<file path="config.mk">
export PLATFORM = sky130hd
export DESIGN_NAME = logic_pattern_trigger
export DESIGN_NICKNAME = d
export VERILOG_FILES = /design/src/design/trig_pkg.sv /design/src/design/logic_pattern_trigger.sv
export SDC_FILE = /design/constraint.sdc
export NUM_CORES = 1
export LEC_CHECK = 0
export BUFFER_PORTS_ARGS = -buffer_cell sky130_fd_sc_hd__buf_2
export CORE_MARGIN = 10
export CORE_UTILIZATION = 45
export CTS_CLUSTER_SIZE = 30
export DETAILED_ROUTE_END_ITERATION = 6
export PLACE_DENSITY = 0.66
export SLEW_MARGIN = 20
export SYNTH_ARGS = -nofsm -noshare
export SYNTH_HDL_FRONTEND = slang
export SYNTH_SLANG_ARGS = --single-unit
</file>
<file path="constraint.sdc">
create_clock -name SYS_CLK -period 5.05 [get_ports SYS_CLK]
set_input_delay 0 -clock SYS_CLK [delete_from_list [all_inputs] [get_ports SYS_CLK]]
set_output_delay 0 -clock SYS_CLK [all_outputs]
set_load 0.1 [all_outputs]
</file>
<file path="src/design/trig_pkg.sv">
// Package: constants, register map and carrier types of the pattern trigger
package trig_pkg;

   // Register byte offsets
   localparam logic [7:0] CTRL_OFS     = 8'h00;
   localparam logic [7:0] KEY_OFS      = 8'h04;
   localparam logic [7:0] FILT_OFS     = 8'h08;
   localparam logic [7:0] THR_SEL_OFS  = 8'h0C;
   localparam logic [7:0] STATUS_OFS   = 8'h10;
   localparam logic [7:0] IRQ_STAT_OFS = 8'h14;
   localparam logic [7:0] IRQ_MASK_OFS = 8'h18;
   localparam logic [7:0] THR0_OFS     = 8'h20;

   // Control register bit positions
   localparam int CTRL_QUAL_EN   = 0;
   localparam int CTRL_QUAL_FALL = 1;
   localparam int CTRL_SEQ       = 2;
   localparam int CTRL_ECL       = 3;
   localparam int CTRL_PROGRAM_CHANNEL_MODE = 4;
   localparam int CTRL_THR_MON   = 5;
   localparam int CTRL_EXT_SYNC  = 6;

   // Key codes written to the key register
   localparam logic [3:0] KEY_INPUT = 4'h0;
   localparam logic [3:0] KEY_NOT   = 4'h1;
   localparam logic [3:0] KEY_EDGE  = 4'h2;
   localparam logic [3:0] KEY_AND   = 4'h3;
   localparam logic [3:0] KEY_OR    = 4'h4;
   localparam logic [3:0] KEY_CLEAR = 4'h5;
   localparam logic [3:0] KEY_SEL_A = 4'h6;
   localparam logic [3:0] KEY_SEL_B = 4'h7;
   localparam logic [3:0] KEY_RAISE = 4'h8;
   localparam logic [3:0] KEY_LOWER = 4'h9;
   localparam logic [3:0] KEY_SEQ_RESET = 4'hA;

   // Reset values, family presets and the term count
   localparam logic [7:0] THR_TTL_PRESET = 8'h8E;
   localparam logic [7:0] THR_ECL_PRESET = 8'h3B;
   localparam logic [15:0] FILT_RESET    = 16'h0000;
   localparam int NUM_TERMS = 2;

   // Interrupt status bits
   localparam int IRQ_TRIG = 0;
   localparam int IRQ_ARM  = 1;

   // One product term: used inputs, inversion, edge flags, edge history
   typedef struct packed {
      logic [3:0] used;
      logic [3:0] inv;
      logic [3:0] edge_sel;
      logic [3:0] edge_prev;
   } term_t;

   // One stored trigger-function program
   typedef struct packed {
      term_t [NUM_TERMS-1:0] terms;
      logic  [0:0]           cur;
   } program_t;

   typedef enum logic [2:0] {
      SEQ_WAIT_A = 3'b001,
      SEQ_ARMED  = 3'b010,
      SEQ_FIRE   = 3'b100
   } seq_state_t;

endpackage

</file>
<file path="src/design/logic_pattern_trigger.sv">
// Boolean pattern trigger with two stored programs and an AXI4-Lite register port
//
// Added by the designer: the AXI4-Lite interface to the registers and the address map.
`timescale 1ns/1ps

// Overview of operation
// (RQ1) Two separate programs A and B stored
// (RQ2) Select picks program for entry and use
// (RQ3) Trigger while inputs satisfy active function
// (RQ4) Product term ANDs inputs, each optionally inverted
// (RQ5) Trigger to timebase; out unless sync mode
// (RQ6) Trace follows trigger exactly in time
// (RQ7) Qualify evaluation on chosen clock edge
// (RQ8) Per-input threshold defaults to family preset
// (RQ9) Raise/lower only in channel mode, monitor on
// (RQ10) Filter suppresses true intervals below duration; code bypasses the filter whenever program A has an edge input
// (RQ11) Inversion key toggles until delimiter entered
// (RQ12) One edge input per term, newest wins
// (RQ13) Clear erases only the displayed program
// (RQ14) Sequential: A arms, B triggers, reset
// (RQ15) Inputs synchronised; edges from consecutive samples
// (RQ16) Filter counts cycles, restarts when false
module logic_pattern_trigger
   import trig_pkg::*;
#(
   parameter int FILT_W = 16
) (
   input  wire logic        SYS_CLK,
   input  wire logic        RST_N,
   input  wire logic        CLK_EN,
   input  wire logic [3:0]  PROBE_IN,
   input  wire logic        QUAL_CLK_IN,
   output logic             TIMEBASE_TRIG,
   output logic             TRIG_OUT,
   output logic             TRIG_TRACE_OUT,
   output logic [31:0]      THRESHOLDS,
   output logic             IRQ,
   input  wire logic [7:0]  S_AXI_AWADDR,
   input  wire logic        S_AXI_AWVALID,
   output logic             S_AXI_AWREADY,
   input  wire logic [31:0] S_AXI_WDATA,
   input  wire logic [3:0]  S_AXI_WSTRB,
   input  wire logic        S_AXI_WVALID,
   output logic             S_AXI_WREADY,
   output logic [1:0]       S_AXI_BRESP,
   output logic             S_AXI_BVALID,
   input  wire logic        S_AXI_BREADY,
   input  wire logic [7:0]  S_AXI_ARADDR,
   input  wire logic        S_AXI_ARVALID,
   output logic             S_AXI_ARREADY,
   output logic [31:0]      S_AXI_RDATA,
   output logic [1:0]       S_AXI_RRESP,
   output logic             S_AXI_RVALID,
   input  wire logic        S_AXI_RREADY
);

   initial begin
      if (FILT_W < 1 || FILT_W > 32) $error("FILT_W out of range");
   end

   // Register state
   logic [6:0]        ctrl_q;
   logic [FILT_W-1:0] filt_q;
   logic [1:0]        thr_sel_q;
   logic [1:0]        irq_stat_q;
   logic [1:0]        irq_mask_q;
   logic [7:0]        thr_q [4];
   logic [3:0]        thr_custom_q;
   program_t          prog_q [2];
   logic              sel_q;
   logic              seq_rst_q;

   // Input synchronisers and samples
   logic [3:0] in_m_q, in_s_q, in_p_q;
   logic [2:0] qclk_q;

   // Bus handshake state
   logic        aw_hold_q, w_hold_q;
   logic [7:0]  aw_addr_q;
   logic [31:0] w_data_q;
   logic [3:0]  w_strb_q;

   // Trigger path state
   logic [FILT_W-1:0] fcnt_q;
   logic              trig_q;
   seq_state_t        seq_q;

   logic       wr_fire;
   logic [7:0] wr_addr;
   logic [31:0] wr_data;
   logic       key_fire;
   logic [3:0] key_code;
   logic [1:0] key_ch;

   // Write happens once both address and data are held
   assign wr_fire  = aw_hold_q && w_hold_q && !S_AXI_BVALID;
   assign wr_addr  = aw_addr_q;
   assign wr_data  = w_data_q;
   assign key_fire = wr_fire && (wr_addr == KEY_OFS) && w_strb_q[0];
   assign key_code = wr_data[3:0];
   assign key_ch   = wr_data[5:4];

   // Two-stage synchronisers; third stage keeps the previous sample for edges
   always_ff @(posedge SYS_CLK) begin
      if (!RST_N) begin
         in_m_q <= 4'h0;
         in_s_q <= 4'h0;
         in_p_q <= 4'h0;
         qclk_q <= 3'h0;
      end else if (CLK_EN) begin
         in_m_q <= PROBE_IN;                             // [RQ15]
         in_s_q <= in_m_q;
         in_p_q <= in_s_q;                               // [RQ15]
         qclk_q <= {qclk_q[1:0], QUAL_CLK_IN};
      end
   end

   // AXI write channel: address and data taken in either order
   assign S_AXI_AWREADY = !aw_hold_q;
   assign S_AXI_WREADY  = !w_hold_q;
   assign S_AXI_BRESP   = 2'h0;
   always_ff @(posedge SYS_CLK) begin
      if (!RST_N) begin
         aw_hold_q    <= 1'b0;
         w_hold_q     <= 1'b0;
         aw_addr_q    <= 8'h00;
         w_data_q     <= 32'h0000_0000;
         w_strb_q     <= 4'h0;
         S_AXI_BVALID <= 1'b0;
      end else if (CLK_EN) begin
         if (S_AXI_AWVALID && !aw_hold_q) begin
            aw_hold_q <= 1'b1;
            aw_addr_q <= {S_AXI_AWADDR[7:2], 2'b00};
         end
         if (S_AXI_WVALID && !w_hold_q) begin
            w_hold_q <= 1'b1;
            w_data_q <= S_AXI_WDATA;
            w_strb_q <= S_AXI_WSTRB;
         end
         if (wr_fire) begin
            S_AXI_BVALID <= 1'b1;
         end else if (S_AXI_BVALID && S_AXI_BREADY) begin
            S_AXI_BVALID <= 1'b0;
            aw_hold_q    <= 1'b0;
            w_hold_q     <= 1'b0;
         end
      end
   end

   // Plain configuration registers; unmapped writes are accepted and dropped
   always_ff @(posedge SYS_CLK) begin
      if (!RST_N) begin
         ctrl_q     <= 7'h00;
         filt_q     <= FILT_RESET[FILT_W-1:0];
         thr_sel_q  <= 2'h0;
         irq_mask_q <= 2'h0;
      end else if (CLK_EN && wr_fire && w_strb_q[0]) begin
         case (wr_addr)
            CTRL_OFS:     ctrl_q     <= wr_data[6:0];
            FILT_OFS:     filt_q     <= wr_data[FILT_W-1:0];
            THR_SEL_OFS:  thr_sel_q  <= wr_data[1:0];
            IRQ_MASK_OFS: irq_mask_q <= wr_data[1:0];
            default: ;
         endcase
      end
   end

   // Thresholds: every family change reloads the preset on all inputs, those set on their own included
   logic ecl_prev_q;
   always_ff @(posedge SYS_CLK) begin
      if (!RST_N) begin
         for (int i = 0; i < 4; i++) thr_q[i] <= THR_TTL_PRESET;
         thr_custom_q <= 4'h0;
         ecl_prev_q   <= 1'b0;
      end else if (CLK_EN) begin
         ecl_prev_q <= ctrl_q[CTRL_ECL];
         if (ctrl_q[CTRL_ECL] != ecl_prev_q) begin
            // Family change cancels every individual setting
            for (int i = 0; i < 4; i++)
               thr_q[i] <= ctrl_q[CTRL_ECL] ? THR_ECL_PRESET : THR_TTL_PRESET; // [RQ8]
            thr_custom_q <= 4'h0;
         end else if (key_fire && ctrl_q[CTRL_PROGRAM_CHANNEL_MODE] && ctrl_q[CTRL_THR_MON]) begin // [RQ9]
            // Saturate so a held key cannot wrap the level around
            if (key_code == KEY_RAISE && thr_q[thr_sel_q] != 8'hFF) begin
               thr_q[thr_sel_q]        <= thr_q[thr_sel_q] + 8'h01;
               thr_custom_q[thr_sel_q] <= 1'b1;
            end else if (key_code == KEY_LOWER && thr_q[thr_sel_q] != 8'h00) begin
               thr_q[thr_sel_q]        <= thr_q[thr_sel_q] - 8'h01;
               thr_custom_q[thr_sel_q] <= 1'b1;
            end
         end
      end
   end

   assign THRESHOLDS = {thr_q[3], thr_q[2], thr_q[1], thr_q[0]};

   // Program entry from the key register
   always_ff @(posedge SYS_CLK) begin
      if (!RST_N) begin
         prog_q[0] <= '0;
         prog_q[1] <= '0;                                // [RQ1]
         sel_q     <= 1'b0;
         seq_rst_q <= 1'b0;
      end else if (CLK_EN) begin
         seq_rst_q <= key_fire && key_code == KEY_SEQ_RESET;
         if (key_fire && !ctrl_q[CTRL_PROGRAM_CHANNEL_MODE]) begin
            case (key_code)
               KEY_SEL_A: sel_q <= 1'b0;                 // [RQ2]
               KEY_SEL_B: sel_q <= 1'b1;                 // [RQ2]
               KEY_CLEAR: prog_q[sel_q] <= '0;           // [RQ13]
               KEY_INPUT: prog_q[sel_q].terms[prog_q[sel_q].cur].used[key_ch] <= 1'b1;
               KEY_NOT: begin
                  // Toggles the input named in the key write (key_ch) within the open term
                  prog_q[sel_q].terms[prog_q[sel_q].cur].inv[key_ch] <=
                     !prog_q[sel_q].terms[prog_q[sel_q].cur].inv[key_ch]; // [RQ11]
                  prog_q[sel_q].terms[prog_q[sel_q].cur].used[key_ch] <= 1'b1;
               end
               KEY_EDGE: begin
                  prog_q[sel_q].terms[prog_q[sel_q].cur].used[key_ch] <= 1'b1;
                  if (prog_q[sel_q].terms[prog_q[sel_q].cur].edge_sel[key_ch]) begin
                     // Reverting newest edge hands status back to the older one
                     prog_q[sel_q].terms[prog_q[sel_q].cur].edge_sel <=
                        prog_q[sel_q].terms[prog_q[sel_q].cur].edge_prev; // [RQ12]
                     prog_q[sel_q].terms[prog_q[sel_q].cur].edge_prev <= 4'h0;
                  end else begin
                     prog_q[sel_q].terms[prog_q[sel_q].cur].edge_prev <=
                        prog_q[sel_q].terms[prog_q[sel_q].cur].edge_sel;
                     prog_q[sel_q].terms[prog_q[sel_q].cur].edge_sel <= 4'h1 << key_ch; // [RQ12]
                  end
               end
               KEY_AND: ;                                // Terms are AND by nature
               KEY_OR: prog_q[sel_q].cur <= 1'b1;        // Delimiter closes the first term [RQ11]
               default: ;
            endcase
         end
      end
   end

   // Boolean evaluation of one program: OR of product terms
   function automatic logic eval_prog(input program_t p, input logic [3:0] cur_s, input logic [3:0] prv_s);
      logic r;
      logic t;
      logic lvl;
      r = 1'b0;
      for (int k = 0; k < NUM_TERMS; k++) begin
         t = |p.terms[k].used;
         for (int c = 0; c < 4; c++) begin
            lvl = cur_s[c] ^ p.terms[k].inv[c];          // [RQ4]
            if (p.terms[k].used[c]) begin
               if (p.terms[k].edge_sel[c])
                  t = t & lvl & (prv_s[c] == p.terms[k].inv[c]); // [RQ15]
               else
                  t = t & lvl;
            end
         end
         r = r | t;
      end
      return r;
   endfunction

   logic fa, fb, func_true, qual_ok, filt_pass, has_edge_a;
   assign fa = eval_prog(prog_q[0], in_s_q, in_p_q);
   assign fb = eval_prog(prog_q[1], in_s_q, in_p_q);
   assign has_edge_a = |{prog_q[0].terms[0].edge_sel, prog_q[0].terms[1].edge_sel};
   // Qualifying edge from the synchronised external clock
   assign qual_ok = !ctrl_q[CTRL_QUAL_EN] ||
                    (ctrl_q[CTRL_QUAL_FALL] ? (qclk_q[2] && !qclk_q[1]) : (!qclk_q[2] && qclk_q[1])); // [RQ7]
   // Active function: selected program, or A in sequential mode
   assign func_true = (ctrl_q[CTRL_SEQ] ? fa : (sel_q ? fb : fa)) && qual_ok; // [RQ3]
   assign filt_pass = (fcnt_q >= filt_q) || has_edge_a;

   // Duration filter: counts true cycles, restarts on false
   always_ff @(posedge SYS_CLK) begin
      if (!RST_N) begin
         fcnt_q <= '0;
      end else if (CLK_EN) begin
         if (!func_true)
            fcnt_q <= '0;                                // [RQ16]
         else if (fcnt_q < filt_q)
            fcnt_q <= fcnt_q + 1'b1;                     // [RQ10]
      end
   end

   // Trigger generation with optional A-then-B sequencing
   always_ff @(posedge SYS_CLK) begin
      if (!RST_N) begin
         trig_q <= 1'b0;
         seq_q  <= SEQ_WAIT_A;
      end else if (CLK_EN) begin
         if (!ctrl_q[CTRL_SEQ]) begin
            trig_q <= func_true && filt_pass;            // [RQ10]
            seq_q  <= SEQ_WAIT_A;
         end else if (seq_rst_q) begin
            trig_q <= 1'b0;
            seq_q  <= SEQ_WAIT_A;                        // [RQ14]
         end else begin
            case (seq_q)
               SEQ_WAIT_A: begin
                  trig_q <= 1'b0;
                  if (func_true && filt_pass) seq_q <= SEQ_ARMED; // [RQ14]
               end
               SEQ_ARMED: begin
                  trig_q <= fb && qual_ok;
                  if (fb && qual_ok) seq_q <= SEQ_FIRE;  // [RQ14]
               end
               SEQ_FIRE: begin
                  trig_q <= fb && qual_ok;
                  if (!(fb && qual_ok)) seq_q <= SEQ_WAIT_A;
               end
               default: seq_q <= SEQ_WAIT_A;
            endcase
         end
      end
   end

   assign TIMEBASE_TRIG  = trig_q;                                  // [RQ5]
   assign TRIG_OUT       = trig_q && !ctrl_q[CTRL_EXT_SYNC];        // [RQ5]
   assign TRIG_TRACE_OUT = trig_q;                                  // [RQ6]

   // Sticky interrupt flags; a new event wins over a clearing write
   logic trig_prev_q, armed_prev_q;
   always_ff @(posedge SYS_CLK) begin
      if (!RST_N) begin
         irq_stat_q   <= 2'h0;
         trig_prev_q  <= 1'b0;
         armed_prev_q <= 1'b0;
      end else if (CLK_EN) begin
         trig_prev_q  <= trig_q;
         armed_prev_q <= (seq_q == SEQ_ARMED);
         irq_stat_q   <= (irq_stat_q &
                         ~((wr_fire && wr_addr == IRQ_STAT_OFS && w_strb_q[0]) ? wr_data[1:0] : 2'h0)) |
                         {(seq_q == SEQ_ARMED) && !armed_prev_q, trig_q && !trig_prev_q};
      end
   end
   assign IRQ = |(irq_stat_q & irq_mask_q);

   // AXI read channel: one-cycle registered answer
   assign S_AXI_ARREADY = !S_AXI_RVALID;
   assign S_AXI_RRESP   = 2'h0;
   always_ff @(posedge SYS_CLK) begin
      if (!RST_N) begin
         S_AXI_RVALID <= 1'b0;
         S_AXI_RDATA  <= 32'h0000_0000;
      end else if (CLK_EN) begin
         if (S_AXI_ARVALID && !S_AXI_RVALID) begin
            S_AXI_RVALID <= 1'b1;
            case ({S_AXI_ARADDR[7:2], 2'b00})
               CTRL_OFS:     S_AXI_RDATA <= {25'h0, ctrl_q};
               FILT_OFS:     S_AXI_RDATA <= 32'(filt_q);
               THR_SEL_OFS:  S_AXI_RDATA <= {30'h0, thr_sel_q};
               STATUS_OFS:   S_AXI_RDATA <= {17'h0, seq_q, thr_custom_q, in_s_q, sel_q, fb, fa, trig_q};
               IRQ_STAT_OFS: S_AXI_RDATA <= {30'h0, irq_stat_q};
               IRQ_MASK_OFS: S_AXI_RDATA <= {30'h0, irq_mask_q};
               THR0_OFS:     S_AXI_RDATA <= THRESHOLDS;
               default:      S_AXI_RDATA <= 32'h0000_0000;
            endcase
         end else if (S_AXI_RVALID && S_AXI_RREADY) begin
            S_AXI_RVALID <= 1'b0;
         end
      end
   end

endmodule

</file>
==> flow_summary.html <==
<table>
<tr><th>Metric</th><th>Value</th></tr>
<tr><th colspan="2">Synthesis</th></tr>
<tr><td>Post-synthesis average cell area</td><td>9.368 um^2</td></tr>
<tr><td>Seq cells post-synth</td><td>233</td></tr>
<tr><td>Number of synthesized flops with an enable pin</td><td>roughly 100</td></tr>
<tr><td>Netlist Area Pre-Place</td><td>around 12000 um^2</td></tr>
<tr><td>Library cell occupying the most area in the post-synthesis netlist</td><td>sky130_fd_sc_hd__edfxtp_1</td></tr>
<tr><td>Portion of the post-synthesis area used by sequential elements</td><td>0.4679</td></tr>
<tr><td>FFs w/ async S/R, synth</td><td>0</td></tr>
<tr><td>Post-synth cell types</td><td>74</td></tr>
<tr><td>Top-area cell type share of the netlist area</td><td>0.2439</td></tr>
<tr><td>Dominant register cell in the synthesized netlist</td><td>sky130_fd_sc_hd__dfxtp_1</td></tr>
<tr><td>Library cell with the highest instance count after synthesis</td><td>sky130_fd_sc_hd__nand2_1</td></tr>
<tr><td>Gate count after technology mapping</td><td>1288</td></tr>
<tr><td>Top post-synthesis cells by count</td><td>147 x sky130_fd_sc_hd__nand2_1, 135 x sky130_fd_sc_hd__dfxtp_1, 101 x sky130_fd_sc_hd__nor2_1</td></tr>
<tr><td>Largest cells by area after synthesis</td><td>sky130_fd_sc_hd__edfxtp_1 24%, sky130_fd_sc_hd__dfxtp_1 22%, sky130_fd_sc_hd__mux2i_1 6.3%</td></tr>
<tr><td>YS warnings</td><td>0</td></tr>
<tr><th colspan="2">Setup path</th></tr>
<tr><td>Total stage count of the critical path</td><td>12</td></tr>
<tr><td>Cell-by-cell listing of the critical path</td><td>mux4_2, or4_1, nor2_2, nor2_1, ha_1, a21o_1, a2111oi_2, nor3_1, a21o_1, a21oi_2, xnor2_1, a21oi_1</td></tr>
<tr><td>Reg2reg path depth</td><td>12</td></tr>
<tr><td>Slowest cell on the critical path</td><td>sky130_fd_sc_hd__mux4_2</td></tr>
<tr><td>Top fanout value on the critical path</td><td>8</td></tr>
<tr><td>Endpoint kind of the worst setup timing path</td><td>flip-flop</td></tr>
<tr><td>Family of cells with the greatest summed delay on the critical path</td><td>simple AND/OR/NAND/NOR gates</td></tr>
<tr><td>Data arrival time of the critical path</td><td>4480 ps</td></tr>
<tr><td>Worst Path Required</td><td>5310 ps</td></tr>
<tr><td>Delay of the slowest cell on the worst path</td><td>710 ps</td></tr>
<tr><td>Most frequent cell on the critical path</td><td>sky130_fd_sc_hd__a21o_1</td></tr>
<tr><td>Number of buffer and inverter stages on the critical path</td><td>0</td></tr>
<tr><td>Crit path launch type</td><td>flip-flop</td></tr>
<tr><td>Critical path type</td><td>reg -&gt; reg</td></tr>
<tr><th colspan="2">Clock network</th></tr>
<tr><td>Post-CTS setup repair buffer count</td><td>0</td></tr>
<tr><td>Skew-Pair Late Insertion Delay</td><td>530 ps</td></tr>
<tr><td>Number of clock buffers inserted by TritonCTS</td><td>26</td></tr>
<tr><td>Maximum clock path buffer count</td><td>3</td></tr>
<tr><td>Hold bufs inserted after CTS</td><td>34</td></tr>
<tr><td>Root Buffer</td><td>sky130_fd_sc_hd__clkbuf_16</td></tr>
<tr><td>Clock slew seen by the registers of the worst setup and hold paths</td><td>60 ps</td></tr>
<tr><td>CTS HTree Levels</td><td>1</td></tr>
<tr><td>TritonCTS clock tree</td><td>yes</td></tr>
<tr><td>Number of instances resized during post-cts repair</td><td>0</td></tr>
<tr><td>Total number of clock tree sinks</td><td>233</td></tr>
<tr><th colspan="2">Placed design</th></tr>
<tr><td>Setup Slack @ Placement</td><td>834.7 ps</td></tr>
<tr><td>GP Congestion</td><td>0.8806</td></tr>
<tr><td>HPWL after detailed placement</td><td>roughly 25000 um</td></tr>
<tr><td>Count of input and output buffers</td><td>114</td></tr>
<tr><th colspan="2">Power</th></tr>
<tr><td>VDD IR max</td><td>~340 uV</td></tr>
<tr><td>Leak Pwr</td><td>5.207 nW</td></tr>
<tr><td>Total power draw</td><td>4.336 mW</td></tr>
<tr><td>Power Dens Cells</td><td>308.3 nW/um^2</td></tr>
<tr><th colspan="2">Layout</th></tr>
<tr><td>Utilization of the core after routing</td><td>0.5367</td></tr>
<tr><td>Layout cell share with drive strength beyond 1</td><td>0.1563</td></tr>
<tr><td>Signed area change from the synthesized netlist to the final layout</td><td>16.56%</td></tr>
<tr><td>Fin nets</td><td>1489</td></tr>
<tr><td>Number of antenna cells inserted</td><td>0</td></tr>
<tr><th colspan="2">Floorplanning</th></tr>
<tr><td>Starting Density</td><td>0.4604</td></tr>
<tr><td>Die X-Extent</td><td>183.8 um</td></tr>
<tr><td>Total I/O pin count</td><td>about 140</td></tr>
<tr><td>Core Area</td><td>26210 um^2</td></tr>
<tr><td>Cell row count</td><td>slightly below 60</td></tr>
<tr><td>Die height</td><td>183.8 um</td></tr>
<tr><td>Total Die Area</td><td>about 34000 um^2</td></tr>
<tr><th colspan="2">Drt</th></tr>
<tr><td>Routed Antenna Nets</td><td>0</td></tr>
<tr><td>DRC errors left</td><td>0</td></tr>
<tr><td>Drt pass-1 iters</td><td>5</td></tr>
<tr><td>Vias after detailed routing</td><td>10.20k</td></tr>
<tr><td>First-iteration detailed-routing DRC count</td><td>828</td></tr>
<tr><td>Final Routed Wirelength</td><td>between 30000 and 40000 um</td></tr>
<tr><td>Via density</td><td>5.811</td></tr>
<tr><td>Routed wire per std cell</td><td>20.29 um</td></tr>
<tr><th colspan="2">Timing</th></tr>
<tr><td>Worst-Margin Slew</td><td>940.2 ps</td></tr>
<tr><td>Max-slew violation count</td><td>0</td></tr>
<tr><td>Hold Worst Slack</td><td>47.13 ps</td></tr>
<tr><td>Number of endpoints failing setup at the final stage</td><td>0</td></tr>
<tr><td>Skew final</td><td>6.458 ps</td></tr>
<tr><td>Worst slew margin relative to its limit</td><td>0.3714</td></tr>
<tr><td>Final hold violation count</td><td>0</td></tr>
<tr><td>Fmax</td><td>~240 MHz</td></tr>
<tr><td>Worst setup margin</td><td>828.8 ps</td></tr>
<tr><td>Final setup TNS</td><td>0 ps</td></tr>
<tr><td>Post-route clock period utilization</td><td>0.8359</td></tr>
<tr><td>Unrepaired setup endpoints after global routing</td><td>false</td></tr>
<tr><td>Final critical-path required period</td><td>4221 ps</td></tr>
<tr><th colspan="2">Global route</th></tr>
<tr><td>Wire length of the first global-routing pass</td><td>between 50000 and 60000 um</td></tr>
<tr><td>Antenna violations before repair</td><td>1</td></tr>
<tr><td>Number of global-route vias before repair</td><td>9966</td></tr>
<tr><td>Remaining global-route overflow</td><td>0</td></tr>
<tr><td>Pin count of the biggest net entering global routing</td><td>91</td></tr>
<tr><td>Total routing usage reported by global routing</td><td>0.2055</td></tr>
<tr><th colspan="2">Outcome</th></tr>
<tr><td>Result of the run</td><td>completed</td></tr>
<tr><th colspan="2">Worst hold path</th></tr>
<tr><td>Number of cells traversed by the worst hold path</td><td>3</td></tr>
<tr><td>Min-delay worst type</td><td>in -&gt; reg</td></tr>
<tr><th colspan="2">Run</th></tr>
<tr><td>Maximum Capacitance Violations</td><td>0</td></tr>
</table>
## layout make-up
type                            instances  area (um^2)
Multi-Input combinational cell        945         5991
Sequential cell                       233         5645
Timing Repair Buffer                  163         1026
Fill cell                            2324        12140
Tap cell                              335        419.2
Clock inverter                         15        107.6
Inverter                               31        116.4
Clock buffer                           33        759.5
## worst paths after layout
check,start,endpoint,slack (ps)
min,S_AXI_ARVALID,S_AXI_RVALID,50
max,flip-flop,thr_q[0][7],830
min reg2reg,thr_custom_q[0],thr_custom_q[0],440
max reg2reg,flip-flop,thr_q[0][7],830
## report_power, final
part	switching, mW	internal [mW]	total [mW]	leakage (nW)
clock network	0.790	1.11	1.90	0.422
registers	0.0507	2.00	2.05	2.06
logic	0.262	0.119	0.381	2.72
## logic make-up after synthesis
group                    Yosys count  share of synthesized area
other                              1                  0.0003108
flip-flops                       233                     0.4679
AO/OA/AOI/OAI                    306                     0.1586
adder cells (fa/ha/maj)           24                    0.02551
XOR/XNOR                          11                   0.007984
buffers and inverters            113                    0.03805
AND/OR/NAND/NOR                  502                     0.2106
multiplexers                      98                    0.09104
## worst register-to-register path, delay by kind of cell, from the launching register on
family / cells / cell delay, ps
AND/OR/NAND/NOR: 4 / 1010
XOR/XNOR: 1 / 240
adder cells (fa/ha/maj): 1 / 310
AO/OA/AOI/OAI: 5 / 1010
flip-flops: 1 / 640
multiplexers: 1 / 710
## sequential cells by signal (all words and copies together), names as in the netlist, 2 cells and up, named ones only
signal,cells
S_AXI_RDATA,32
aw_addr_q,6
ctrl_q,7
fcnt_q,16
filt_q,16
in_m_q,4
in_p_q,4
in_s_q,4
irq_mask_q,2
irq_stat_q,2
prog_q,66
qclk_q,3
seq_q,3
thr_custom_q,4
thr_q,32
thr_sel_q,2
w_data_q,16
## layout by cell type, fill, tap and decap left out, drive strengths merged, types with 8 or more instances in the layout
| master | n |
|---|---|
| a21boi | 40 |
| a21oi | 88 |
| a22oi | 28 |
| a31oi | 9 |
| and2 | 13 |
| and3 | 13 |
| buf | 129 |
| clkbuf | 33 |
| clkinv | 11 |
| dfxtp | 135 |
| dlygate4sd3 | 34 |
| edfxtp | 98 |
| ha | 23 |
| inv | 30 |
| mux2 | 14 |
| mux2i | 76 |
| mux4 | 8 |
| nand2 | 147 |
| nand2b | 25 |
| nand3 | 40 |
| nand3b | 8 |
| nand4 | 12 |
| nor2 | 103 |
| nor2b | 83 |
| nor3 | 18 |
| nor4 | 11 |
| o21ai | 79 |
| o22ai | 20 |
## per-stage QoR
| step | cell area, um^2 | instances |
|---|---|---|
| after floorplan | 12080 | 1291 |
| after global placement | 12840 | 1673 |
| after detailed placement | 12840 | 1673 |
| after CTS | 14050 | 1755 |
| after global routing | 14060 | 1755 |
| final | 14060 | 1755 |
## per-layer routing
layer	global-route usage	wire length, um	share of wire
met1	0.2748	15520	0.44
met2	0.3336	16520	0.46
met3	0.04565	2963	0.083
met4	0.04392	598	0.017
met5	0	13	0.00037
(Power assumes the default switching activity.)
